`src/nsc_pkg.sv`:
```
// Constants, register map and types shared by the nibble slice controller.
package nsc_pkg;
   localparam int unsigned NSC_ADDR_W = 6;
   localparam int unsigned NSC_DATA_W = 16;
   localparam int unsigned NSC_REG_COUNT = 64;
   localparam int unsigned NSC_SLICE_MAX = 7;
   localparam int unsigned NSC_SYNC_W = 10;

   // Register offsets inside the 64-entry map.
   localparam logic [5:0] NSC_OFS_CTRL = 6'h00;
   localparam logic [5:0] NSC_OFS_STATUS = 6'h01;
   localparam logic [5:0] NSC_OFS_INT_STAT = 6'h02;
   localparam logic [5:0] NSC_OFS_INT_MASK = 6'h03;
   localparam logic [5:0] NSC_OFS_CLK_DIV = 6'h04;
   localparam logic [5:0] NSC_OFS_SAMPLE = 6'h05;

   // Control register fields.
   localparam int unsigned NSC_CTRL_SRC_BIT = 0;
   localparam int unsigned NSC_CTRL_SERIAL_BIT = 1;
   localparam int unsigned NSC_CTRL_RXG_BIT = 2;
   localparam int unsigned NSC_CTRL_TXG_BIT = 3;
   localparam int unsigned NSC_CTRL_UPPER_BIT = 4;
   localparam int unsigned NSC_CTRL_CAL_EN_BIT = 5;
   localparam logic [15:0] NSC_CTRL_RESET = 16'h0030;
   localparam logic NSC_SRC_PLL = 1'h0;
   localparam logic NSC_SRC_REF = 1'h1;

   // Status register fields.
   localparam int unsigned NSC_ST_DLY_BIT = 0;
   localparam int unsigned NSC_ST_VT_BIT = 1;
   localparam int unsigned NSC_ST_BUSY_BIT = 2;

   // Interrupt status and mask fields.
   localparam int unsigned NSC_INT_W = 3;
   localparam int unsigned NSC_INT_DLY_BIT = 0;
   localparam int unsigned NSC_INT_VT_BIT = 1;
   localparam int unsigned NSC_INT_LOST_BIT = 2;
   localparam logic [2:0] NSC_INT_RESET = 3'h0;

   localparam logic [15:0] NSC_CLK_DIV_RESET = 16'h0001;
   localparam logic [15:0] NSC_MEM_RESET = 16'h0000;
   localparam logic [6:0] NSC_SLICES_UPPER = 7'h7f;
   localparam logic [6:0] NSC_SLICES_LOWER = 7'h3f;

   // Calibration lengths, counted in master clock ticks.
   localparam logic [15:0] NSC_CAL_FIXED_TICKS = 16'h0040;
   localparam logic [15:0] NSC_CAL_VT_TICKS = 16'h0020;

   typedef enum logic [2:0] {
      NSC_CAL_IDLE,
      NSC_CAL_FIXED,
      NSC_CAL_WAIT_VT,
      NSC_CAL_VT_BASE,
      NSC_CAL_TRACK
   } nsc_cal_state_t;
endpackage : nsc_pkg

```
`src/nsc_top.sv`:
```
// Nibble slice controller: register file, clocking, gating, calibration.
//
// Summary of operation
// - One controller drives seven slices in upper nibble, six in lower.
// - Sixty-four registers of sixteen bits hold delay and control values.
// - Runs self-calibration, makes slice clocks, drives rx and transmit_gating.
// - Paired controllers OR their read data and look like one interface.
// - Selected master clock drives calibration and serial-mode sampling.
// - Register interface runs on CLOCK, independent of the master clock sources.
// - Six-bit address selects the register accessed in the same cycle as the strobe.
// - Delay-ready output and status bit rise after fixed calibration ends.
`timescale 1ns/1ps
`default_nettype none
module nsc_top
   import nsc_pkg::*;
(
   input wire logic CLOCK,
   input wire logic RESET_N,
   input wire logic CE,
   input wire logic PLL_CLK,
   input wire logic REF_CLK,
   input wire logic VT_TRACK_EN,
   input wire logic [6:0] DATA_IN,
   input wire logic STROBE_IN,
   input wire logic NIBBLE_SEL,
   input wire logic [5:0] ADDR,
   input wire logic [15:0] WR_DATA,
   input wire logic WR_EN,
   input wire logic RD_EN,
   output var logic [15:0] RD_DATA,
   output var logic DELAY_READY,
   output var logic VT_READY,
   output var logic RX_CLK,
   output var logic TX_CLK,
   output var logic RX_GATE,
   output var logic TX_GATE,
   output var logic [6:0] SLICE_ENABLE,
   output var logic IRQ
);
   // A generic entry is any address not taken by a dedicated register.
   function automatic logic is_generic(input logic [5:0] a);
      return a > NSC_OFS_SAMPLE;
   endfunction : is_generic

   ////////////////////////////////////////////////////////////////////////
   // Pin synchronisers and master clock tick selection.
   logic [9:0] sync1, sync2;
   logic [1:0] clk_prev;
   logic pll_rise, ref_rise, master_tick;
   logic [15:0] ctrl, next_ctrl;

   always_ff @(posedge CLOCK) begin
      if (!RESET_N) begin
         sync1 <= 10'h000;
         sync2 <= 10'h000;
         clk_prev <= 2'h0;
      end else if (CE) begin
         sync1 <= {STROBE_IN, DATA_IN, REF_CLK, PLL_CLK};
         sync2 <= sync1;
         clk_prev <= sync2[1:0];
      end
   end

   assign pll_rise = sync2[0] & ~clk_prev[0];
   assign ref_rise = sync2[1] & ~clk_prev[1];
   // Only the selected source may advance anything; rising edges of the idle one are ignored.
   assign master_tick = (ctrl[NSC_CTRL_SRC_BIT] == NSC_SRC_REF) ?
                        ref_rise : pll_rise;

   ////////////////////////////////////////////////////////////////////////
   // Calibration.
   logic cal_dly, cal_vt, cal_busy;

   nsc_cal u_cal (
      .clock(CLOCK),
      .reset_n(RESET_N),
      .ce(CE),
      .cal_en(ctrl[NSC_CTRL_CAL_EN_BIT]),
      .tick(master_tick),
      .vt_en(VT_TRACK_EN),
      .delay_ready(cal_dly),
      .vt_ready(cal_vt),
      .busy(cal_busy)
   );

   ////////////////////////////////////////////////////////////////////////
   // Register file.
   logic [15:0] mem [0:NSC_REG_COUNT-1];
   logic [15:0] next_mem [0:NSC_REG_COUNT-1];
   logic [2:0] int_stat, next_int_stat, int_mask, next_int_mask, events;
   logic [15:0] clk_div, next_clk_div, sample, next_sample;
   logic [15:0] rd_value, next_rd_data;
   logic wr_hit, rd_hit;

   assign wr_hit = WR_EN & NIBBLE_SEL;
   assign rd_hit = RD_EN & NIBBLE_SEL;
   // Events are edges of the ready flags against their registered copies.
   assign events = {VT_READY & ~cal_vt, cal_vt & ~VT_READY,
                    cal_dly & ~DELAY_READY};

   always_comb begin
      if (ADDR == NSC_OFS_CTRL) begin
         rd_value = ctrl;
      end else if (ADDR == NSC_OFS_STATUS) begin
         rd_value = 16'h0000;
         rd_value[NSC_ST_DLY_BIT] = cal_dly;
         rd_value[NSC_ST_VT_BIT] = cal_vt;
         rd_value[NSC_ST_BUSY_BIT] = cal_busy;
      end else if (ADDR == NSC_OFS_INT_STAT) begin
         rd_value = {13'h0000, int_stat};
      end else if (ADDR == NSC_OFS_INT_MASK) begin
         rd_value = {13'h0000, int_mask};
      end else if (ADDR == NSC_OFS_CLK_DIV) begin
         rd_value = clk_div;
      end else if (ADDR == NSC_OFS_SAMPLE) begin
         rd_value = sample;
      end else begin
         rd_value = mem[ADDR];
      end
   end

   always_comb begin
      next_mem = mem;
      next_ctrl = ctrl;
      next_int_mask = int_mask;
      next_clk_div = clk_div;
      next_sample = sample;
      // A new event wins over a same-cycle write-one-to-clear.
      next_int_stat = int_stat | events;
      if (wr_hit) begin
         if (ADDR == NSC_OFS_CTRL) begin
            next_ctrl = WR_DATA;
         end else if (ADDR == NSC_OFS_INT_STAT) begin
            next_int_stat = (int_stat & ~WR_DATA[2:0]) | events;
         end else if (ADDR == NSC_OFS_INT_MASK) begin
            next_int_mask = WR_DATA[2:0];
         end else if (ADDR == NSC_OFS_CLK_DIV) begin
            next_clk_div = WR_DATA;
         end else if (is_generic(ADDR)) begin
            next_mem[ADDR] = WR_DATA;
         end
      end
      if (master_tick && ctrl[NSC_CTRL_SERIAL_BIT]) begin
         next_sample = {8'h00, sync2[9:2]};
      end
      // Idle read data stays zero so two merged controllers OR cleanly.
      next_rd_data = rd_hit ? rd_value : 16'h0000;
   end

   // The register bus runs on CLOCK alone; the master sources never clock
   // it and only reach it as synchronised ticks.
   always_ff @(posedge CLOCK) begin
      if (!RESET_N) begin
         for (int i = 0; i < NSC_REG_COUNT; i++) begin
            mem[i] <= NSC_MEM_RESET;
         end
         ctrl <= NSC_CTRL_RESET;
         int_stat <= NSC_INT_RESET;
         int_mask <= NSC_INT_RESET;
         clk_div <= NSC_CLK_DIV_RESET;
         sample <= 16'h0000;
         RD_DATA <= 16'h0000;
      end else if (CE) begin
         mem <= next_mem;
         ctrl <= next_ctrl;
         int_stat <= next_int_stat;
         int_mask <= next_int_mask;
         clk_div <= next_clk_div;
         sample <= next_sample;
         RD_DATA <= next_rd_data;
      end
   end

   ////////////////////////////////////////////////////////////////////////
   // Slice clocks, gating and status outputs.
   logic [15:0] div_cnt, next_div_cnt;
   logic next_rx_clk, next_tx_clk, next_rx_gate, next_tx_gate, next_irq;
   logic src_pll;
   logic [6:0] next_slice_enable;

   // The reference source serves receive slices only, so transmit stays off.
   assign src_pll = ctrl[NSC_CTRL_SRC_BIT] == NSC_SRC_PLL;

   always_comb begin
      next_div_cnt = div_cnt;
      next_rx_clk = RX_CLK;
      // A reference source parks the transmit clock low at once.
      next_tx_clk = src_pll ? TX_CLK : 1'b0;
      if (!cal_dly) begin
         next_div_cnt = 16'h0000;
         next_rx_clk = 1'b0;
         next_tx_clk = 1'b0;
      end else if (master_tick) begin
         // A divider of zero acts as one instead of wrapping to the maximum.
         if (clk_div == 16'h0000 || div_cnt >= clk_div - 16'h0001) begin
            next_div_cnt = 16'h0000;
            next_rx_clk = ~RX_CLK;
            next_tx_clk = src_pll ? ~TX_CLK : 1'b0;
         end else begin
            next_div_cnt = div_cnt + 16'h0001;
         end
      end
      next_rx_gate = ctrl[NSC_CTRL_RXG_BIT] & cal_dly;
      next_tx_gate = ctrl[NSC_CTRL_TXG_BIT] & cal_dly & src_pll;
      next_slice_enable = 7'h00;
      if (cal_dly) begin
         next_slice_enable = ctrl[NSC_CTRL_UPPER_BIT] ?
                             NSC_SLICES_UPPER : NSC_SLICES_LOWER;
      end
      next_irq = |(int_stat & int_mask);
   end

   always_ff @(posedge CLOCK) begin
      if (!RESET_N) begin
         div_cnt <= 16'h0000;
         RX_CLK <= 1'b0;
         TX_CLK <= 1'b0;
         RX_GATE <= 1'b0;
         TX_GATE <= 1'b0;
         SLICE_ENABLE <= 7'h00;
         DELAY_READY <= 1'b0;
         VT_READY <= 1'b0;
         IRQ <= 1'b0;
      end else if (CE) begin
         div_cnt <= next_div_cnt;
         RX_CLK <= next_rx_clk;
         TX_CLK <= next_tx_clk;
         RX_GATE <= next_rx_gate;
         TX_GATE <= next_tx_gate;
         SLICE_ENABLE <= next_slice_enable;
         DELAY_READY <= cal_dly;
         VT_READY <= cal_vt;
         IRQ <= next_irq;
      end
   end
endmodule : nsc_top
`default_nettype wire

```
`src/nsc_cal.sv`:
```
// Self-calibration sequencer driven by master clock ticks.
`timescale 1ns/1ps
`default_nettype none
module nsc_cal
   import nsc_pkg::*;
(
   input wire logic clock,
   input wire logic reset_n,
   input wire logic ce,
   input wire logic cal_en,
   input wire logic tick,
   input wire logic vt_en,
   output var logic delay_ready,
   output var logic vt_ready,
   output logic busy
);
   nsc_cal_state_t state, next_state;
   logic [15:0] cnt, next_cnt;
   logic next_delay_ready, next_vt_ready;

   always_comb begin
      next_state = state;
      next_cnt = cnt;
      next_delay_ready = delay_ready;
      next_vt_ready = vt_ready;
      if (!cal_en) begin
         next_state = NSC_CAL_IDLE;
         next_cnt = 16'h0000;
         next_delay_ready = 1'b0;
         next_vt_ready = 1'b0;
      end else begin
         case (state)
            NSC_CAL_IDLE: begin
               next_state = NSC_CAL_FIXED;
            end
            NSC_CAL_FIXED: begin
               if (tick) begin
                  if (cnt == NSC_CAL_FIXED_TICKS - 16'h0001) begin
                     next_cnt = 16'h0000;
                     next_delay_ready = 1'b1;
                     next_state = NSC_CAL_WAIT_VT;
                  end else begin
                     next_cnt = cnt + 16'h0001;
                  end
               end
            end
            NSC_CAL_WAIT_VT: begin
               // Tracking starts only once the client raises the enable.
               if (vt_en) begin
                  next_cnt = 16'h0000;
                  next_state = NSC_CAL_VT_BASE;
               end
            end
            NSC_CAL_VT_BASE: begin
               if (!vt_en) begin
                  next_state = NSC_CAL_WAIT_VT;
               end else if (tick) begin
                  if (cnt == NSC_CAL_VT_TICKS - 16'h0001) begin
                     next_vt_ready = 1'b1;
                     next_state = NSC_CAL_TRACK;
                  end else begin
                     next_cnt = cnt + 16'h0001;
                  end
               end
            end
            NSC_CAL_TRACK: begin
               // Dropping the enable loses the baseline and forces a redo.
               if (!vt_en) begin
                  next_vt_ready = 1'b0;
                  next_state = NSC_CAL_WAIT_VT;
               end
            end
            default: begin
               next_state = NSC_CAL_IDLE;
            end
         endcase
      end
   end

   always_ff @(posedge clock) begin
      if (!reset_n) begin
         state <= NSC_CAL_IDLE;
         cnt <= 16'h0000;
         delay_ready <= 1'b0;
         vt_ready <= 1'b0;
      end else if (ce) begin
         state <= next_state;
         cnt <= next_cnt;
         delay_ready <= next_delay_ready;
         vt_ready <= next_vt_ready;
      end
   end

   assign busy = (state == NSC_CAL_FIXED) || (state == NSC_CAL_VT_BASE);
endmodule : nsc_cal
`default_nettype wire

```
`config.mk`:
```
export PLATFORM = sky130hd
export DESIGN_NAME = nsc_top
export DESIGN_NICKNAME = d
export VERILOG_FILES = /design/src/nsc_pkg.sv /design/src/nsc_top.sv /design/src/nsc_cal.sv
export SDC_FILE = /design/constraint.sdc
export NUM_CORES = 2
export LEC_CHECK = 0
export BUFFER_PORTS_ARGS = -buffer_cell sky130_fd_sc_hd__buf_4
export CORE_ASPECT_RATIO = 2
export CORE_MARGIN = 8
export CORE_UTILIZATION = 63
export CTS_CLUSTER_SIZE = 24
export DETAILED_ROUTE_END_ITERATION = 7
export PLACE_DENSITY = 0.88
export SYNTH_ARGS = -nofsm -noshare
export SYNTH_HDL_FRONTEND = slang
export SYNTH_HIERARCHICAL = 1
export SYNTH_SLANG_ARGS = --single-unit
```
`constraint.sdc`:
```
create_clock -name CLOCK -period 3.8 [get_ports CLOCK]
set_input_delay 0.57 -clock CLOCK [delete_from_list [all_inputs] [get_ports CLOCK]]
set_output_delay 0.57 -clock CLOCK [all_outputs]
set_load 0.02 [all_outputs]
```
==> metrics.txt <==
vias per cell 6.56; fmax just under 0.3 GHz; clock root cell clkbuf_16; Internal Pwr Total 18.3 mW; Layout Area Growth over Synthesis 8.65%; HP Class primary input to flop; htree depth 3; Die X 219 um; Max IR drop VDD ~0.32 mV; complex-gate fraction of the synthesized area 17.8%; initial antenna violation count 5; WP data arrival between 3 and 4 ns; Post-DP HPWL 107000 um; Design Area, Final 56200 um2; Post-Synth Adder-Cell Area less than 1%; clock share of power between 40 and 50%; worst-path maximum fanout 54; setup tns final 0 ns; Final ANT Viol Nets 0; asr flop ratio synth 0%; largest family of logic cells by synthesized area simple AND/OR/NAND/NOR gates; routed len/inst 25.3 um; minimum clock period after layout 3.38 ns; area leader, netlist dfxtp_1; proportion of power drawn by flip-flops and latches approximately half; I/O pin cnt 69; critical path capture point type flop; worst slack, placed 0.153 ns; layout cell share with drive strength beyond 1 roughly an eighth; DRT Pass-1 Iters 8; Synth area leaders dfxtp_1 45%, nand2_1 15%, a21boi_0 13%; Setup Viol. Count Final 0; fillers ~5800; Avg Cell Area, Syn 8.90 um2; Worst Path Required 4.38 ns; Final Cycle Share 88.8%; Final Max Slew Viols 0; Synth top area share 44.6%; sw power about 5.7 mW; total power 24.0 mW; DRC viols 1; register bit total from synthesis 1153; post-synthesis xor/xnor area fraction 0.491%; CP Class primary input to flop; LEAKAGE 18.6 nW; Worst Skew 0.0322 ns; PostCTS Resize Cnt 0; yosys warns 6; mux contribution to synthesized area 12.6%; Initial Utilization a little under two thirds; post-synth cell types 83; Synthesized Nets 5872; GP Congestion roughly 1.0; Worst Max-Slew Pin Slew 1.46 ns; synth cell count leaders 2050 x nand2_1, 1153 x dfxtp_1, 909 x a21boi_0, 336 x clkbuf_1, 243 x mux4_2; most common flop cell mapped by yosys dfxtp_1; largest net degree at the start of global routing ~280; Die ar. ~92000 um2; GRT Resource Usage Total 36.5%; row cnt between 100 and 150; Initial DRC Count 4926; first-pass GRT wire length 259000 um; critical path startpoint category primary input; failing checks design-rule violations; area of placed instances approximately 53000 um2; number of global-route vias before repair 44900; Post-CTS Repair Setup Buffers 0; clock slew at reported path FFs 0.07 ns; Gate power share 6.3%; Final Hold Vio Count 0; CTS tree built; port bufs 68; total wire length 172000 um; Power Density 426 nW/um2; unrepaired setup endpoints after global routing no; part of the Yosys area used for sequential elements between 40% and 50%; worst skew pair latency 0.72 ns; height of the die 421 um; total CTS buffers 94; status finished, violations left; DR vias around 45000; final worst setup slack 0.424 ns; Synth Instances 5814; number of flops mapped to enable cells by yosys 0; switching part of the total a little under a quarter; grt total ovfl 0; hold_buf cts 0; CTS sink cnt 1153; fin nets 5727; Post-Synth Simple-Gate Area 19.9%; Netlist Area Pre-Place 51800 um2; core area 81500 um2; Relative slew margins 2.57%; Max-cap violations 0; most common cell in the netlist nand2_1; clock buffer depth 3
[critical path, stage by stage]
cell and delay [ns]:
buf_8 0.54, buf_12 0.31, nand2_1 0.09, nor2_1 1.09
nand2_1 0.87, nand2_1 0.28, a21boi_0 0.14
[flip-flops by register name, summed over array words and instances (netlist names), 8 cells and up]
signal and count:
div_cnt 16, RD_DATA 16, ctrl 16, mem 1024, sync2 10, u_cal/cnt 16
clk_div 16, sample 8, sync1 10
[routing by layer]
layer	vias up	share of wire, %	GRT usage (%)
met2	2878	46	58.2
met1	21300	31	38.0
li1	19400	-	-
met5	-	0.039	0.591
met4	4	11	35.4
met3	1031	11	9.94
[final timing paths]
kind                                start                    end  slack (ns)  cells past startpoint
setup / recovery                  ADDR[1]  mem[414]$_SDFFE_PN0P_        0.42                      7
hold / removal                 DATA_IN[3]  sync1[5]$_SDFFE_PN0P_        0.11                      3
setup reg to reg  clk_div[0]$_SDFFE_PN1P_    TX_CLK$_SDFFE_PN0P_        0.48                     14
hold reg to reg     mem[181]$_SDFFE_PN0P_  mem[181]$_SDFFE_PN0P_        0.45                      2
[placed cells by master (no fill, tap or decap), drive strengths merged, types with 15 or more instances in the layout]
master	count
dfxtp	1153
o22ai	53
mux2i	88
nor3	23
o21ai	42
and2	105
nand2	2051
a21oi	54
nand3	49
nor2b	51
clkinv	23
a22oi	29
buf	250
nor2	139
mux4	243
ha	19
a21boi	963
and3	15
o211ai	21
clkbuf	136
nand4	15
xnor2	16
[metrics by stage]
| stage | utilization (%) | hold WS (ns) | cells |
|---|---|---|---|
| floorplan | - | 0.424 | 5814 |
| global placement | 65.1 | 0.436 | 6623 |
| detailed placement | 65.1 | 0.442 | 6623 |
| CTS | 69.0 | 0.103 | 6794 |
| global route | 69.0 | 0.132 | 6794 |
| finish | 69.0 | 0.106 | 6797 |
[cells by family after synthesis]
logic type	after synthesis
AND/OR/NAND/NOR	2514
AO/OA/AOI/OAI	1250
flip-flops	1153
buffers and inverters	505
multiplexers	344
XOR/XNOR	29
adder cells (fa/ha/maj)	19
[final cells by class]
type / count / area (um2) / area share [%]
Inverter: 13 / 48.8 / 0.0868
Antenna cell: 3 / 7.51 / 0.0133
Timing Repair Buffer: 251 / 2090 / 3.71
Multi-Input combinational cell: 4156 / 26500 / 47.1
Sequential cell: 1153 / 23100 / 41.0
Clock inverter: 36 / 414 / 0.736
Clock buffer: 135 / 2800 / 4.98
Tap cell: 1050 / 1310 / 2.34
[power by group through the flow]
stage | registers (mW) | clock network [mW] | logic [mW]
floorplan | 12.4 | 0 | 0.959
global placement | 12.4 | 0 | 1.41
detailed placement | 12.4 | 0 | 1.42
CTS | 12.1 | 10.3 | 1.42
global route | 12.1 | 10.8 | 1.53
finish | 12.1 | 10.3 | 1.50
No activity file was read; power rests on OpenSTA's default activity.
